File: src/include/wwdog_map.svh
`ifndef WWDOG_MAP_SVH
`define WWDOG_MAP_SVH
// =====================================================
// counter geometry
`define WWDOG_CNT_W        24
`define WWDOG_CNT_MAX      24'hFF_FFFF
`define WWDOG_CNT_RST      24'h00_00FF
`define WWDOG_WIN_RST      24'hFF_FFFF
`define WWDOG_WARN_RST     24'h00_0000
// =====================================================
// prescaler and feed keys
`define WWDOG_PRE_DIV      4
`define WWDOG_PRE_W        2
`define WWDOG_KEY_W        8
`define WWDOG_FEED_KEY1    8'hAA
`define WWDOG_FEED_KEY2    8'h55
`endif

File: src/include/wwdog_pkg.sv
package wwdog_pkg;
  `include "wwdog_map.svh"

  typedef struct packed {
    logic                     enable;
    logic                     reset_act;
    logic [`WWDOG_CNT_W-1:0]  timeout;
    logic [`WWDOG_CNT_W-1:0]  window;
    logic [`WWDOG_CNT_W-1:0]  warn;
  } wwdog_cfg_t;

  typedef struct packed {
    logic                     valid;
    logic                     other_acc;
    logic [`WWDOG_KEY_W-1:0]  data;
  } wwdog_feed_t;

  typedef enum logic [1:0] {
    WWDOG_FEED_IDLE,
    WWDOG_FEED_HALF
  } wwdog_feed_st_t;
endpackage

File: src/hw/wwdog_top.sv
`timescale 1ns/1ps
`include "wwdog_map.svh"
module wwdog_top
  import wwdog_pkg::*;
#(
  parameter int PRE_DIV = `WWDOG_PRE_DIV
) (
  input  wire logic                    i_core_clk,
  input  wire logic                    i_reset_n,
  input  wire logic                    i_por,
  input  wire logic                    i_cfg_we,
  input  wire wwdog_cfg_t              i_cfg,
  input  wire wwdog_feed_t             i_feed,
  input  wire logic                    i_warn_clr,
  input  wire logic                    i_tout_clr,
  input  wire logic                    i_wdrst_flag_clr,
  output logic                         o_chip_reset,
  output logic                         o_wdog_irq,
  output logic                         o_warn_irq,
  output logic                         o_enabled,
  output logic                         o_timeout_flag,
  output logic                         o_wdrst_flag,
  output logic [`WWDOG_CNT_W-1:0]      o_count
);
  // =====================================================
  // reset release
  logic rst_s1_r;
  logic rst_n_r;
  always_ff @(posedge i_core_clk or negedge i_reset_n) begin
    if (!i_reset_n) begin
      rst_s1_r <= 1'b0;
      rst_n_r  <= 1'b0;
    end else begin
      rst_s1_r <= 1'b1;
      rst_n_r  <= rst_s1_r;
    end
  end

  // =====================================================
  // power-on clear release
  // the clear takes hold at once but lets go on the clock, never mid-edge
  logic por_s1_r;
  logic por_r;
  always_ff @(posedge i_core_clk or posedge i_por) begin
    if (i_por) begin
      por_s1_r <= 1'b1;
      por_r    <= 1'b1;
    end else begin
      por_s1_r <= 1'b0;
      por_r    <= por_s1_r;
    end
  end

  // =====================================================
  // configuration
  logic                   en_r;
  logic                   rst_act_r;
  logic [`WWDOG_CNT_W-1:0] tc_r;
  logic [`WWDOG_CNT_W-1:0] win_r;
  logic [`WWDOG_CNT_W-1:0] warn_r;
  logic                   tick;
  logic                   fire;

  // software may only set enable; a watchdog event or a reset is the only way out
  wire en_nxt = fire ? 1'b0 : (en_r | (i_cfg_we & i_cfg.enable));
  // reset action, like enable, can only be armed
  wire rst_act_nxt = rst_act_r | (i_cfg_we & i_cfg.reset_act);

  always_ff @(posedge i_core_clk or negedge rst_n_r) begin
    if (!rst_n_r) begin
      en_r      <= 1'b0;
      rst_act_r <= 1'b0;
      tc_r      <= `WWDOG_CNT_RST;
      win_r     <= `WWDOG_WIN_RST;
      warn_r    <= `WWDOG_WARN_RST;
    end else begin
      en_r      <= en_nxt;
      rst_act_r <= rst_act_nxt;
      if (i_cfg_we) begin
        tc_r   <= i_cfg.timeout;
        win_r  <= i_cfg.window;
        warn_r <= i_cfg.warn;
      end
    end
  end

  // =====================================================
  // feed sequence
  wwdog_feed_st_t fst_r;
  wire key1     = i_feed.valid && (i_feed.data == `WWDOG_FEED_KEY1);
  wire key2     = i_feed.valid && (i_feed.data == `WWDOG_FEED_KEY2);
  wire idle_bad = i_feed.valid && !key1;
  // an interleaved access between the two keys breaks the pair
  wire half_bad = (i_feed.valid && !key2) || i_feed.other_acc;
  wire feed_ok  = (fst_r == WWDOG_FEED_HALF) && key2 && !i_feed.other_acc;
  // the first key is kept for as long as no other watchdog access comes
  wire start_pair = (fst_r == WWDOG_FEED_IDLE) && key1;
  wire hold_pair  = (fst_r == WWDOG_FEED_HALF) && !i_feed.valid && !i_feed.other_acc;
  wwdog_feed_st_t fst_nxt;
  assign fst_nxt = (start_pair || hold_pair) ? WWDOG_FEED_HALF : WWDOG_FEED_IDLE;
  logic feed_bad;
  always_comb begin
    feed_bad = 1'b0;
    unique case (fst_r)
      WWDOG_FEED_IDLE: feed_bad = idle_bad;
      WWDOG_FEED_HALF: feed_bad = half_bad;
      default:         feed_bad = 1'b1;
    endcase
  end
  always_ff @(posedge i_core_clk or negedge rst_n_r) begin
    if (!rst_n_r) begin
      fst_r <= WWDOG_FEED_IDLE;
    end else begin
      fst_r <= fst_nxt;
    end
  end

  // =====================================================
  // counter
  logic [`WWDOG_CNT_W-1:0] cnt_r;
  wwdog_prescale #(
    .DIV (PRE_DIV)
  ) u_pre (
    .i_core_clk (i_core_clk),
    .i_rst_n    (rst_n_r),
    .i_run      (en_r),
    .o_tick     (tick)
  );

  // a feed while the count is still above the window limit is too early
  wire too_early = feed_ok && (cnt_r > win_r);
  wire reload    = feed_ok && !too_early;
  // bad feeds only count once running, so set-up feeds cannot trip it
  wire bad_ev    = en_r && (feed_bad || too_early);
  wire expire    = en_r && tick && (cnt_r == '0);
  assign fire    = expire || bad_ev;
  wire warn_hit  = en_r && tick && (cnt_r == warn_r);

  // a write while stopped loads its own time-out, so enabling starts from it
  wire [`WWDOG_CNT_W-1:0] load_val = i_cfg_we ? i_cfg.timeout : tc_r;
  wire [`WWDOG_CNT_W-1:0] cnt_nxt = (reload || !en_r) ? load_val :
                                    (tick && cnt_r != '0) ? cnt_r - 1'b1 : cnt_r;

  always_ff @(posedge i_core_clk or negedge rst_n_r) begin
    if (!rst_n_r) begin
      cnt_r <= `WWDOG_CNT_RST;
    end else begin
      cnt_r <= cnt_nxt;
    end
  end

  // =====================================================
  // outputs; set wins over clear on every sticky flag
  wire tout_nxt = fire | (o_timeout_flag & ~i_tout_clr);
  wire warn_nxt = warn_hit | (o_warn_irq & ~i_warn_clr);
  wire irq_nxt  = (fire & ~rst_act_r) | (o_wdog_irq & ~i_tout_clr);

  wire crst_nxt = fire & rst_act_r;

  always_ff @(posedge i_core_clk or negedge rst_n_r) begin
    if (!rst_n_r) begin
      o_chip_reset <= 1'b0;
    end else begin
      o_chip_reset <= crst_nxt;
    end
  end

  always_ff @(posedge i_core_clk or negedge rst_n_r) begin
    if (!rst_n_r) begin
      o_wdog_irq <= 1'b0;
    end else begin
      o_wdog_irq <= irq_nxt;
    end
  end

  always_ff @(posedge i_core_clk or negedge rst_n_r) begin
    if (!rst_n_r) begin
      o_warn_irq <= 1'b0;
    end else begin
      o_warn_irq <= warn_nxt;
    end
  end

  always_ff @(posedge i_core_clk or negedge rst_n_r) begin
    if (!rst_n_r) begin
      o_enabled <= 1'b0;
    end else begin
      o_enabled <= en_nxt;
    end
  end

  always_ff @(posedge i_core_clk or negedge rst_n_r) begin
    if (!rst_n_r) begin
      o_timeout_flag <= 1'b0;
    end else begin
      o_timeout_flag <= tout_nxt;
    end
  end

  always_ff @(posedge i_core_clk or negedge rst_n_r) begin
    if (!rst_n_r) begin
      o_count <= `WWDOG_CNT_RST;
    end else begin
      o_count <= cnt_nxt;
    end
  end

  // the reset flag lives through the watchdog's own reset; only power-on or i_wdrst_flag_clr clears it
  always_ff @(posedge i_core_clk or posedge por_r) begin
    if (por_r) begin
      o_wdrst_flag <= 1'b0;
    end else begin
      o_wdrst_flag <= (fire & rst_act_r & en_r) | (o_wdrst_flag & ~i_wdrst_flag_clr);
    end
  end
endmodule

File: src/hw/wwdog_prescale.sv
`timescale 1ns/1ps
`include "wwdog_map.svh"
module wwdog_prescale
  import wwdog_pkg::*;
#(
  parameter int DIV = `WWDOG_PRE_DIV
) (
  input  wire logic i_core_clk,
  input  wire logic i_rst_n,
  input  wire logic i_run,
  output logic      o_tick
);
  // =====================================================
  // divider
  logic [$clog2(DIV)-1:0] cnt_r;
  wire                    wrap = (cnt_r == ($clog2(DIV))'(DIV - 1));

  always_ff @(posedge i_core_clk or negedge i_rst_n) begin
    if (!i_rst_n) begin
      cnt_r  <= '0;
      o_tick <= 1'b0;
    end else begin
      cnt_r  <= (!i_run || wrap) ? '0 : cnt_r + 1'b1;
      o_tick <= i_run && wrap;
    end
  end
endmodule

File: config.mk
export PLATFORM = sky130hd
export DESIGN_NAME = wwdog_top
export DESIGN_NICKNAME = d
export VERILOG_FILES = /design/src/include/wwdog_pkg.sv /design/src/hw/wwdog_top.sv /design/src/hw/wwdog_prescale.sv
export VERILOG_INCLUDE_DIRS = /design/src /design/src/include
export SDC_FILE = /design/constraint.sdc
export NUM_CORES = 1
export LEC_CHECK = 0
export ABC_AREA = 1
export CAP_MARGIN = 20
export CORE_ASPECT_RATIO = 0.5
export CORE_MARGIN = 2
export CORE_UTILIZATION = 40
export DETAILED_ROUTE_END_ITERATION = 10
export DONT_BUFFER_PORTS = 1
export PLACE_DENSITY = 0.59
export SETUP_SLACK_MARGIN = 0.02
export SLEW_MARGIN = 15
export SYNTH_ARGS = -nofsm -noshare
export SYNTH_HDL_FRONTEND = slang
export SYNTH_HIERARCHICAL = 1
export SYNTH_SLANG_ARGS = --single-unit
File: constraint.sdc
create_clock -name i_core_clk -period 4.99 [get_ports i_core_clk]
set_input_delay 0.2495 -clock i_core_clk [delete_from_list [all_inputs] [get_ports i_core_clk]]
set_output_delay 0.2495 -clock i_core_clk [all_outputs]
set_load 0.02 [all_outputs]
==> results of run 1 <==
==> flip-flops by register name, summed over array words and instances, names as in the netlist, 2 cells and up <==
register	cells
warn_r	24
win_r	24
u_pre/cnt_r	2
tc_r	24
cnt_r	24
==> stage by stage <==
stage / hold slack, ns / std cells
after global routing: 0.00599 / 993
after CTS: 0.0000730 / 992
after global placement: -0.0460 / 962
after detailed placement: -0.0460 / 962
final: 0.00450 / 994
after floorplan: -0.0461 / 787
==> cells in the mapped netlist <==
library cell	number
xor2_2	1
nor2_4	2
xnor2_1	4
inv_1	93
nand4_1	28
nand3_2	1
nand2_2	4
xor2_1	12
ha_1	26
nor3_4	1
clkbuf_1	15
nor4_1	3
o22ai_1	12
inv_2	1
buf_1	4
or2_2	3
o2111ai_1	3
buf_6	3
o21ai_0	44
nand2_1	254
clkinv_1	1
conb_1	2
dfrtp_1	69
nor3_1	4
buf_2	7
a21oi_1	25
nand3b_1	1
nand3_1	66
nor2_1	52
nor2_2	1
buf_4	1
a21o_1	2
dfstp_2	42
==> how the worst max path moves through the flow <==
stage | start | end | slack [ns] | cells past startpoint
4_1_cts | cnt_r[23] | cnt_r[11] | 1.76 | 12
3_3_place_gp | cnt_r[15] | cnt_r[14] | 1.88 | 12
6_report | cnt_r[0] | cnt_r[11] | 1.76 | 16
3_5_place_dp | cnt_r[0] | cnt_r[16] | 1.77 | 16
5_1_grt | cnt_r[23] | cnt_r[16] | 1.48 | 12
2_1_floorplan | rst_n_r | cnt_r[10] | 1.83 | 0
==> critical path, delay by kind of cell (launching register included) <==
| family | cells | cell delay [ns] |
|---|---|---|
| buffers and inverters | 2 | 0.26 |
| adders and majority gates | 1 | 0.23 |
| and+or+nand+nor | 13 | 1.89 |
| DFF | 1 | 0.71 |
==> where the power goes <==
| group | switching [W] | total (W) | leakage [nW] | internal, W |
|---|---|---|---|---|
| Combinational | 0.000525 | 0.000818 | 1.82 | 0.000293 |
| Clock | 0.000334 | 0.000690 | 0.134 | 0.000356 |
| Sequential | 0.000328 | 0.00139 | 1.29 | 0.00106 |
| Total | 0.00119 | 0.00290 | 3.24 | 0.00171 |
==> final cells by class <==
type                    count  share of cell area (%)
multi-input cells         551                    41.2
repair buffers             22                    3.11
inverters                  95                    5.34
flip-flops and latches    111                    42.5
clock inverters             4                   0.431
well taps                 198                    3.71
diodes                      1                  0.0375
clock buffers              12                    3.69
==> kinds of logic (layout without fill, tap and decap cells) <==
logic type,Yosys count,after routing
AND/OR/NAND/NOR,420,420
buffers and inverters,125,133
flip-flops,111,111
AO/OA/AOI/OAI,86,86
adder cells (fa/ha/maj),26,26
XOR/XNOR,17,17
other,2,3
==> metal layers <==
layer / wire, µm / track usage [%] / up-vias
met5: 0 / 0 / -
met4: 212 / 5.56 / 0
met3: 1360 / 6.20 / 17
met2: 7120 / 31.7 / 168
met1: 9090 / 34.6 / 2487
li1: - / - / 2528
==> flow_summary.toml, run 1 <==
[floorplanning]
die_y_um = 91.2
io_pins = 121
start_util_pct = 41.5
die_area_um2 = 16300
coreArea_um2 = 14700
rows = 31
dieWidth_um = 178

[power_and_ir_drop]
finalPower_w = 0.00290
power.density_nw_per_um2 = 435
vdd_ir_drop_max_v = 0.000169
p_leak_nw = 3.24

[cells_and_area]
synthToLayoutAreaGrowth_pct = 9.69
multi_input_area_um2 = 2750
final_layout_size_suffix_gt1_share_pct = 9.94
finish.utilization_pct = 45.5
layout_common_cells = "254 x nand2_1, 93 x inv_1, 68 x dfrtp_1, 66 x nand3_1, 52 x nor2_1"
layout.area.seq_um2 = 2830
final_area_um2 = 6670
final_nets = 907
nFillCells = 1587
layout_commonest_cell = "nand2_1"

[synth]
synthDistinctLibCells = 33
ys_seq_area_share_pct = 46.5
synth_top_cell_by_area = "dfrtp_1"
syn-instance-count = 787
avgSynthCellArea_um2 = 7.73
synth_xor_xnor_area_share_pct = 2.57
syn_nets = 904
synth-compound-area-share_pct = 7.59
synth_area_leaders = "dfrtp_1 28%, dfstp_2 18%, nand2_1 16%, inv_1 5.7%, nand3_1 5.4%"
synth-simple-area-share_pct = 29.6
synth_top_family_by_area = "simple AND/OR/NAND/NOR gates"
ys_ff_latch = 111
synth_warnings = 6
synth_fa_ha_area_share_pct = 5.35
yosysTopAreaCellShare_pct = 28.4
synth_area_um2 = 6080
muxShareOfSynthArea_pct = 0

[routing]
finalWirelength_um = 17800
first_pass_iters = 4
vias_per_cell = 5.23
drc = 0
avgRoutedWirePerCell_um = 17.9
drt_iter0_markers = 420
postRouteAntennaNets = 0
vias = 5200

[clock_network]
clk_pin_slew_ns = 0.07
cts_tree = "built"
clock_sinks = 111
post-cts-setup-buffer-count = 0
cts-htree-levels = 3
cts_buffers = 9
post_cts_resized = 0
worstSkewPairLatency_ns = 0.35
cts-root-buf = "clkbuf_16"
hold_buffers = 14
clock_path_buffers = 2

[place]
gp_congestion = 0.866
dpl_cell_area_um2 = 6240
port_buffers = 0
post-place-ws_ns = 1.77
dp_hpwl_um = 13000

[global_routing]
grt.total_usage_pct = 22.8
grt_pass1_wl_um = 28200
grt_max_degree = 78
grt_pass1_vias = 5067
gr-total-overflow = 0
grt_antenna_before_repair = 1

[setup_path]
crit_path_frequent_cell = "nand2_1"
path_cells = "inv_1, ha_1, inv_1, nand2_1, nand2_1, nand2_1, nand2_1, nand2_1, nand2_1, nand2_1, nand3_1, nand2_1, nand2_2, nand2_2, nand2_1, nand3_1"
timing.rr.end = "cnt_r[11]"
critPathMaxStageDelay_ns = 0.71
r2r-start = "cnt_r[0]"
ff2ff_path_depth = 16
crit_required_ns = 5.22
path_max_fanout = 42
start_kind = "flip-flop"
crit_slowest_cell = "dfstp_2"
r2r_setup_slack_ns = 1.76
worstSetupPathType = "flip-flop to flip-flop"
end_kind = "flip-flop"
arrival_ns = 3.46

[sta]
fin_setup_tns_ns = 0
hold_viol_final = 0
fin_ws_ns = 1.76
slew_violations = 0
period_share_pct = 64.7
worstMarginPinSlew_ns = 0.833
max_freq_mhz = 310
fin_skew_ns = 0.00804
finalSetupViolCount = 0
slew_headroom_pct = 44.5
rsz0062_at_grt = "false"
finalCriticalPeriod_ns = 3.23

[run]
max_cap_viol_count = 0

[hold_path]
min_to = "win_r[7]"
min_path_type = "input pin to flip-flop"
min_from = "i_cfg_we"
whs_path_depth = 2

[status]
status = "complete, no violations"
(Power assumes the default switching activity.)
==> run 2, diff against run 1 <==
--- a/config.mk
+++ b/config.mk
@@ -6,7 +6,7 @@
 export SDC_FILE = /design/constraint.sdc
 export NUM_CORES = 1
 export LEC_CHECK = 0
-export ABC_AREA = 1
+export ABC_AREA = 0
 export CAP_MARGIN = 20
 export CORE_ASPECT_RATIO = 0.5
 export CORE_MARGIN = 2
==> constraint.sdc (replaced) <==
create_clock -name i_core_clk -period 3.11 [get_ports i_core_clk]
set_input_delay 0.1555 -clock i_core_clk [delete_from_list [all_inputs] [get_ports i_core_clk]]
set_output_delay 0.1555 -clock i_core_clk [all_outputs]
set_load 0.02 [all_outputs]
==> run 2 against run 1 <==
Core utilization up 6.8 points. Critical path depth down 11. Via count down 24%. Worst setup slack worse by 1.4 ns. Sequential power up 33%. Hold slack about the same. Critical endpoint is now cnt_r[22]. Highest routed layer unchanged.
==> flow_summary.toml, run 2 <==
[routing]
drt_iter0_markers = 245
vias_per_cell = 5.01
postRouteAntennaNets = 0
avgRoutedWirePerCell_um = 17.8
finalWirelength_um = 14000
first_pass_iters = 4
drc = 0
vias = 3963

[clock_network]
cts_buffers = 9
cts-htree-levels = 3
post-cts-setup-buffer-count = 0
cts-root-buf = "clkbuf_16"
cts_tree = "built"
worstSkewPairLatency_ns = 0.34
post_cts_resized = 0
clock_path_buffers = 2
clock_sinks = 111
clk_pin_slew_ns = 0.07

[setup_path]
critical_path.endpoint = "cnt_r[22]"
end_kind = "flip-flop"
critPathMaxStageDelay_ns = 0.77
crit_path_frequent_cell = "mux2_1"
worstSetupPathType = "flip-flop to flip-flop"
crit_required_ns = 3.34
start_kind = "flip-flop"
crit_slowest_cell = "or4_1"
path_max_fanout = 8
crit_path_start = "cnt_r[15]"
ff2ff_path_depth = 5
arrival_ns = 2.96
r2r_setup_slack_ns = 0.38
timing.rr.end = "cnt_r[22]"
path_cells = "or4_1, or3_4, nor4_1, mux2_1, mux2_1"
r2r-start = "cnt_r[15]"

[power_and_ir_drop]
vdd_ir_drop_max_v = 0.000264
power.density_nw_per_um2 = 535
p_leak_nw = 3.00

[synth]
synth_area_leaders = "dfrtp_1 30%, dfstp_2 19%, mux2_2 13%, ha_1 5.7%, xor2_1 3.6%"
avgSynthCellArea_um2 = 11.5
synth_most_common_cell = "dfrtp_1"
synthDistinctLibCells = 48
synth-compound-area-share_pct = 7.35
synth_xor_xnor_area_share_pct = 6.18
synth_area_um2 = 5670
synthArstFlopShare_pct = 100
synth-simple-area-share_pct = 11.9
muxShareOfSynthArea_pct = 15.2
synthFlopType = "dfrtp_1"
yosysTopAreaCellShare_pct = 30.5
syn_nets = 612
synth_fa_ha_area_share_pct = 5.74
synth_top_family_by_area = "multiplexers"
ys_seq_area_share_pct = 49.9
ys_ff_latch = 111
synth_top_cell_by_area = "dfrtp_1"
syn-instance-count = 495
synth_warnings = 6
synth_edf_count = 0
synth_commonest_cells = "69 x dfrtp_1, 65 x mux2_2, 42 x dfstp_2, 38 x nand2_1, 37 x inv_1"

[place]
dp_hpwl_um = 9890
post-place-ws_ns = 0.361
port_buffers = 0
gp_congestion = 0.862
dp_cells = 689

[cells_and_area]
final_cells = 791
layout_commonest_cell = "dlygate4sd3_1"
nFillCells = 1211
antennaDiodeCount = 0
finish.utilization_pct = 52.3
layout_common_cells = "85 x dlygate4sd3_1, 68 x dfrtp_1, 65 x mux2_2, 42 x dfstp_2, 38 x nand2_1"
final_layout_size_suffix_gt1_share_pct = 25.4
final_nets = 711
synthToLayoutAreaGrowth_pct = 26.4

[floorplanning]
dieWidth_um = 172
io_pins = 121
start_util_pct = 41.4
die_area_um2 = 15200
rows = 30
die_y_um = 88.2
coreArea_um2 = 13700

[sta]
fin_ws_ns = 0.383
slew_violations = 0
fin_setup_tns_ns = 0
finalSetupViolCount = 0
rsz0062_at_grt = "false"
hold_viol_final = 0
slew_headroom_pct = 61.4
finalCriticalPeriod_ns = 2.73
worstMarginPinSlew_ns = 0.579
max_freq_mhz = 367
period_share_pct = 87.7
fin_skew_ns = 0.00838

[status]
status = "complete, no violations"

[global_routing]
gr-total-overflow = 0
grt_pass1_wl_um = 22000
grt.total_usage_pct = 19.4
use_met3_pct = 6.01
top_usage_layer = "met2"
grt_pass1_vias = 4053
grt_antenna_before_repair = 0
grt_use_met2_pct = 30.0
grt_max_degree = 107
use_met1_pct = 26.7

[run]
max_cap_viol_count = 0

[hold_path]
min_path_type = "input pin to flip-flop"
-- run 2: cell types whose count changed after synthesis, sizes merged, moves of 10 or more --
cell	previous run	this run
nor4	3	15
mux2	0	72
xor2	13	23
inv	94	37
nor2	55	18
o21ai	44	32
a21oi	25	13
xnor2	4	17
nand4	28	12
nand3	67	6
nand2	258	38
-- run 2: cell type report --
class	instances	area, µm²	area share [%]
timing repair buffer	103	1030	14.4
clock buffer	11	253	3.53
sequential	111	2830	39.6
clock inverter	5	30.0	0.419
inverter	37	139	1.94
multi-input combinational	332	2640	36.8
tap	192	240	3.35
-- run 2: worst min path at each step --
stage              start  slack, ns  cells past startpoint        to
2_1_floorplan  i_reset_n      -0.14                      0   rst_n_r
3_3_place_gp   i_reset_n      -0.14                      0  rst_s1_r
3_5_place_dp   i_reset_n      -0.14                      0  rst_s1_r
4_1_cts         i_cfg_we     0.0007                      1  tc_r[14]
5_1_grt         i_cfg_we      0.002                      1  tc_r[22]
6_report        i_cfg_we      0.005                      1  tc_r[22]
-- run 2: cells by family (layout without fill, tap and decap cells) --
group / after synthesis / in the layout
AND/OR/NAND/NOR: 123 / 123
flip-flops: 111 / 111
multiplexers: 77 / 77
AO/OA/AOI/OAI: 64 / 64
buffers and inverters: 52 / 156
XOR/XNOR: 40 / 40
adder cells (fa/ha/maj): 26 / 26
other: 2 / 2
-- run 2: timing repair --
| item | in CTS | in global routing |
|---|---|---|
| hold buffers | 85 | 1 |
| setup endpoints to repair | 0 | 0 |
| hold endpoints to repair | 82 | 1 |
-- run 2: routing by layer --
| layer | up-vias | wire length (µm) | share of wire (%) |
|---|---|---|---|
| met1 | 1935 | 6650 | 47 |
| li1 | 1932 | - | - |
| met3 | 7 | 967 | 6.9 |
| met4 | 0 | 92 | 0.65 |
| met5 | - | 0 | 0 |
| met2 | 89 | 6340 | 45 |
-- run 2: worst max-delay path, delay by kind of cell, from the launching register on --
| family | cells | cell delay, ns |
|---|---|---|
| simple gates | 3 | 1.41 |
| mux | 2 | 0.62 |
| flops | 1 | 0.58 |
-- run 2: report_power, final --
part | internal [W] | switching [W] | leakage, nW
Clock | 0.000586 | 0.000526 | 0.139
Sequential | 0.00165 | 0.000206 | 1.26
Combinational | 0.000424 | 0.000447 | 1.60
Total | 0.00266 | 0.00118 | 3.00
-- run 2: through the flow --
step	power [W]	hold slack, ns	cell area [µm²]
2_1_floorplan	0.00239	-0.140	5670
3_3_place_gp	0.00261	-0.140	6000
3_5_place_dp	0.00264	-0.140	6000
4_1_cts	0.00387	0.000695	7150
5_1_grt	0.00405	0.00161	7160
6_report	0.00384	0.00475	7160
==> run 3, diff against run 2 <==
==> constraint.sdc (replaced) <==
create_clock -name i_core_clk -period 3.5 [get_ports i_core_clk]
set_input_delay 0.175 -clock i_core_clk [delete_from_list [all_inputs] [get_ports i_core_clk]]
set_output_delay 0.175 -clock i_core_clk [all_outputs]
set_load 0.02 [all_outputs]
==> run 3 against run 2 <==
Die area unchanged. Hold slack improved by 0.0041 ns. Cell area decreased by 0.44%. Non-clock buffer count decreased by 11. Worst setup slack improved by 0.18 ns. Combinational power decreased by 26%. First-iteration DRC count increased by 11%. Critical path type unchanged. Largest cell class unchanged. Largest power group unchanged.
==> flow_summary.toml, run 3 (synthesis gave the netlist of run 2 again) <==
[sta]
finalSetupViolCount = 0
hold_viol_final = 0
period_share_pct = 83.9
slew_headroom_pct = 43.1
fin_setup_tns_ns = 0
max_freq_mhz = 341
rsz0062_at_grt = "false"
finalCriticalPeriod_ns = 2.94
worstMarginPinSlew_ns = 0.854
fin_skew_ns = 0.00876
slew_violations = 0

[cells_and_area]
nFillCells = 1188
multi_input_area_um2 = 2640
layout.area.seq_um2 = 2830
final_nets = 700
antennaDiodeCount = 0
layout_common_cells = "89 x dlygate4sd3_1, 68 x dfrtp_1, 65 x mux2_2, 42 x dfstp_2, 38 x nand2_1"
finish.utilization_pct = 52.1
final_layout_size_suffix_gt1_share_pct = 23.1
synthToLayoutAreaGrowth_pct = 25.8
layout_commonest_cell = "dlygate4sd3_1"

[setup_path]
crit_required_ns = 3.69
ff2ff_path_depth = 7
end_kind = "flip-flop"
worstSetupPathType = "flip-flop to flip-flop"
path_max_fanout = 5
arrival_ns = 3.13
start_kind = "flip-flop"

[floorplanning]
start_util_pct = 41.4
rows = 30
die_y_um = 88.2
dieWidth_um = 172
die_area_um2 = 15200
io_pins = 121
coreArea_um2 = 13700

[hold_path]
min_path_type = "input pin to flip-flop"
whs_path_depth = 1

[clock_network]
clk_pin_slew_ns = 0.07
cts-root-buf = "clkbuf_16"
worstSkewPairLatency_ns = 0.35
cts_tree = "built"
cts_buffers = 9
cts-htree-levels = 3
clock_path_buffers = 2
clock_sinks = 111
post-cts-setup-buffer-count = 0

[power_and_ir_drop]
pwr-share-comb_pct = 18.1
power_frac_seq_pct = 48.9
power_switching_w = 0.00105
power.density_nw_per_um2 = 498
vdd_ir_drop_max_v = 0.000267
switching_share_pct = 29.4
p_int_w = 0.00251
p_leak_nw = 2.97
power_frac_clock_pct = 33.0

[routing]
drc = 0
drt_iter0_markers = 272
finalWirelength_um = 14000
vias = 4000
vias_per_cell = 5.13
avgRoutedWirePerCell_um = 18.0
first_pass_iters = 4
postRouteAntennaNets = 0

[place]
port_buffers = 0
dp_hpwl_um = 9620
gp_congestion = 0.823

[global_routing]
grt_pass1_wl_um = 22400
gr-total-overflow = 0
grt_antenna_before_repair = 0
grt.total_usage_pct = 19.5
grt_pass1_vias = 4157
grt_max_degree = 83

[status]
status = "complete, no violations"

[run]
max_cap_viol_count = 0
run 3: cell type report:
type                       count  share of cell area, %
clock inverter                 5                   1.46
multi-input combinational    332                   37.0
tap                          192                   3.37
sequential                   111                   39.7
inverter                      37                   1.95
timing repair buffer          92                   13.3
clock buffer                  11                   3.26
run 3: worst paths after layout:
| kind | slack [ns] | end | start |
|---|---|---|---|
| max | 0.56 | o_timeout_flag | cnt_r[11] |
| min | 0.009 | tc_r[13] | i_cfg_we |
| max reg2reg | 0.56 | o_timeout_flag | cnt_r[11] |
| min reg2reg | 0.08 | o_wdrst_flag | por_r |
| max in group asynchronous | 2.24 | win_r[11] | rst_n_r |
| min in group asynchronous | 0.04 | rst_n_r | i_reset_n |
run 3: stage by stage:
step / cell area [µm²] / cells / hold slack, ns / setup slack (ns) / power (W)
final: 7130 / 780 / 0.00886 / 0.564 / 0.00355
after global placement: 5880 / 674 / -0.121 / 0.647 / 0.00227
after CTS: 7120 / 779 / 0.000568 / 0.577 / 0.00358
after global routing: 7130 / 780 / 0.00487 / 0.328 / 0.00373
after floorplan: 5670 / 495 / -0.121 / 0.339 / 0.00212
after detailed placement: 5880 / 674 / -0.121 / 0.592 / 0.00229
run 3: power by group through the flow:
stage,sequential [W],combinational (W),clock (W)
final,0.00174,0.000643,0.00117
after global routing,0.00176,0.000719,0.00124
after CTS,0.00174,0.000639,0.00120
after detailed placement,0.00176,0.000529,0
after global placement,0.00176,0.000514,0
after floorplan,0.00169,0.000436,0
run 3: what timing repair did:
item / in CTS / in global routing
hold endpoints to repair: 82 / 1
resized for setup: 0 / 0
hold buffers: 89 / 1
run 3: worst max-delay path: stages, from the launching register on:
cell and delay, ns:
dfrtp_1 0.63, ha_1 0.34, a21oi_1 0.12, o21ai_0 0.21, a221oi_1 0.35, a22oi_1 0.17
a221oi_1 0.74, o22ai_1 0.21
run 3: metal layers:
metal  global-route usage (%)  routed length (µm)  vias to the layer above
li1                         -                   -                     1905
met1                     26.4                6550                     1983
met5                        0                   0                        -
met4                     4.35                 122                        0
met3                     5.87                1050                       10
met2                     31.2                6280                      102
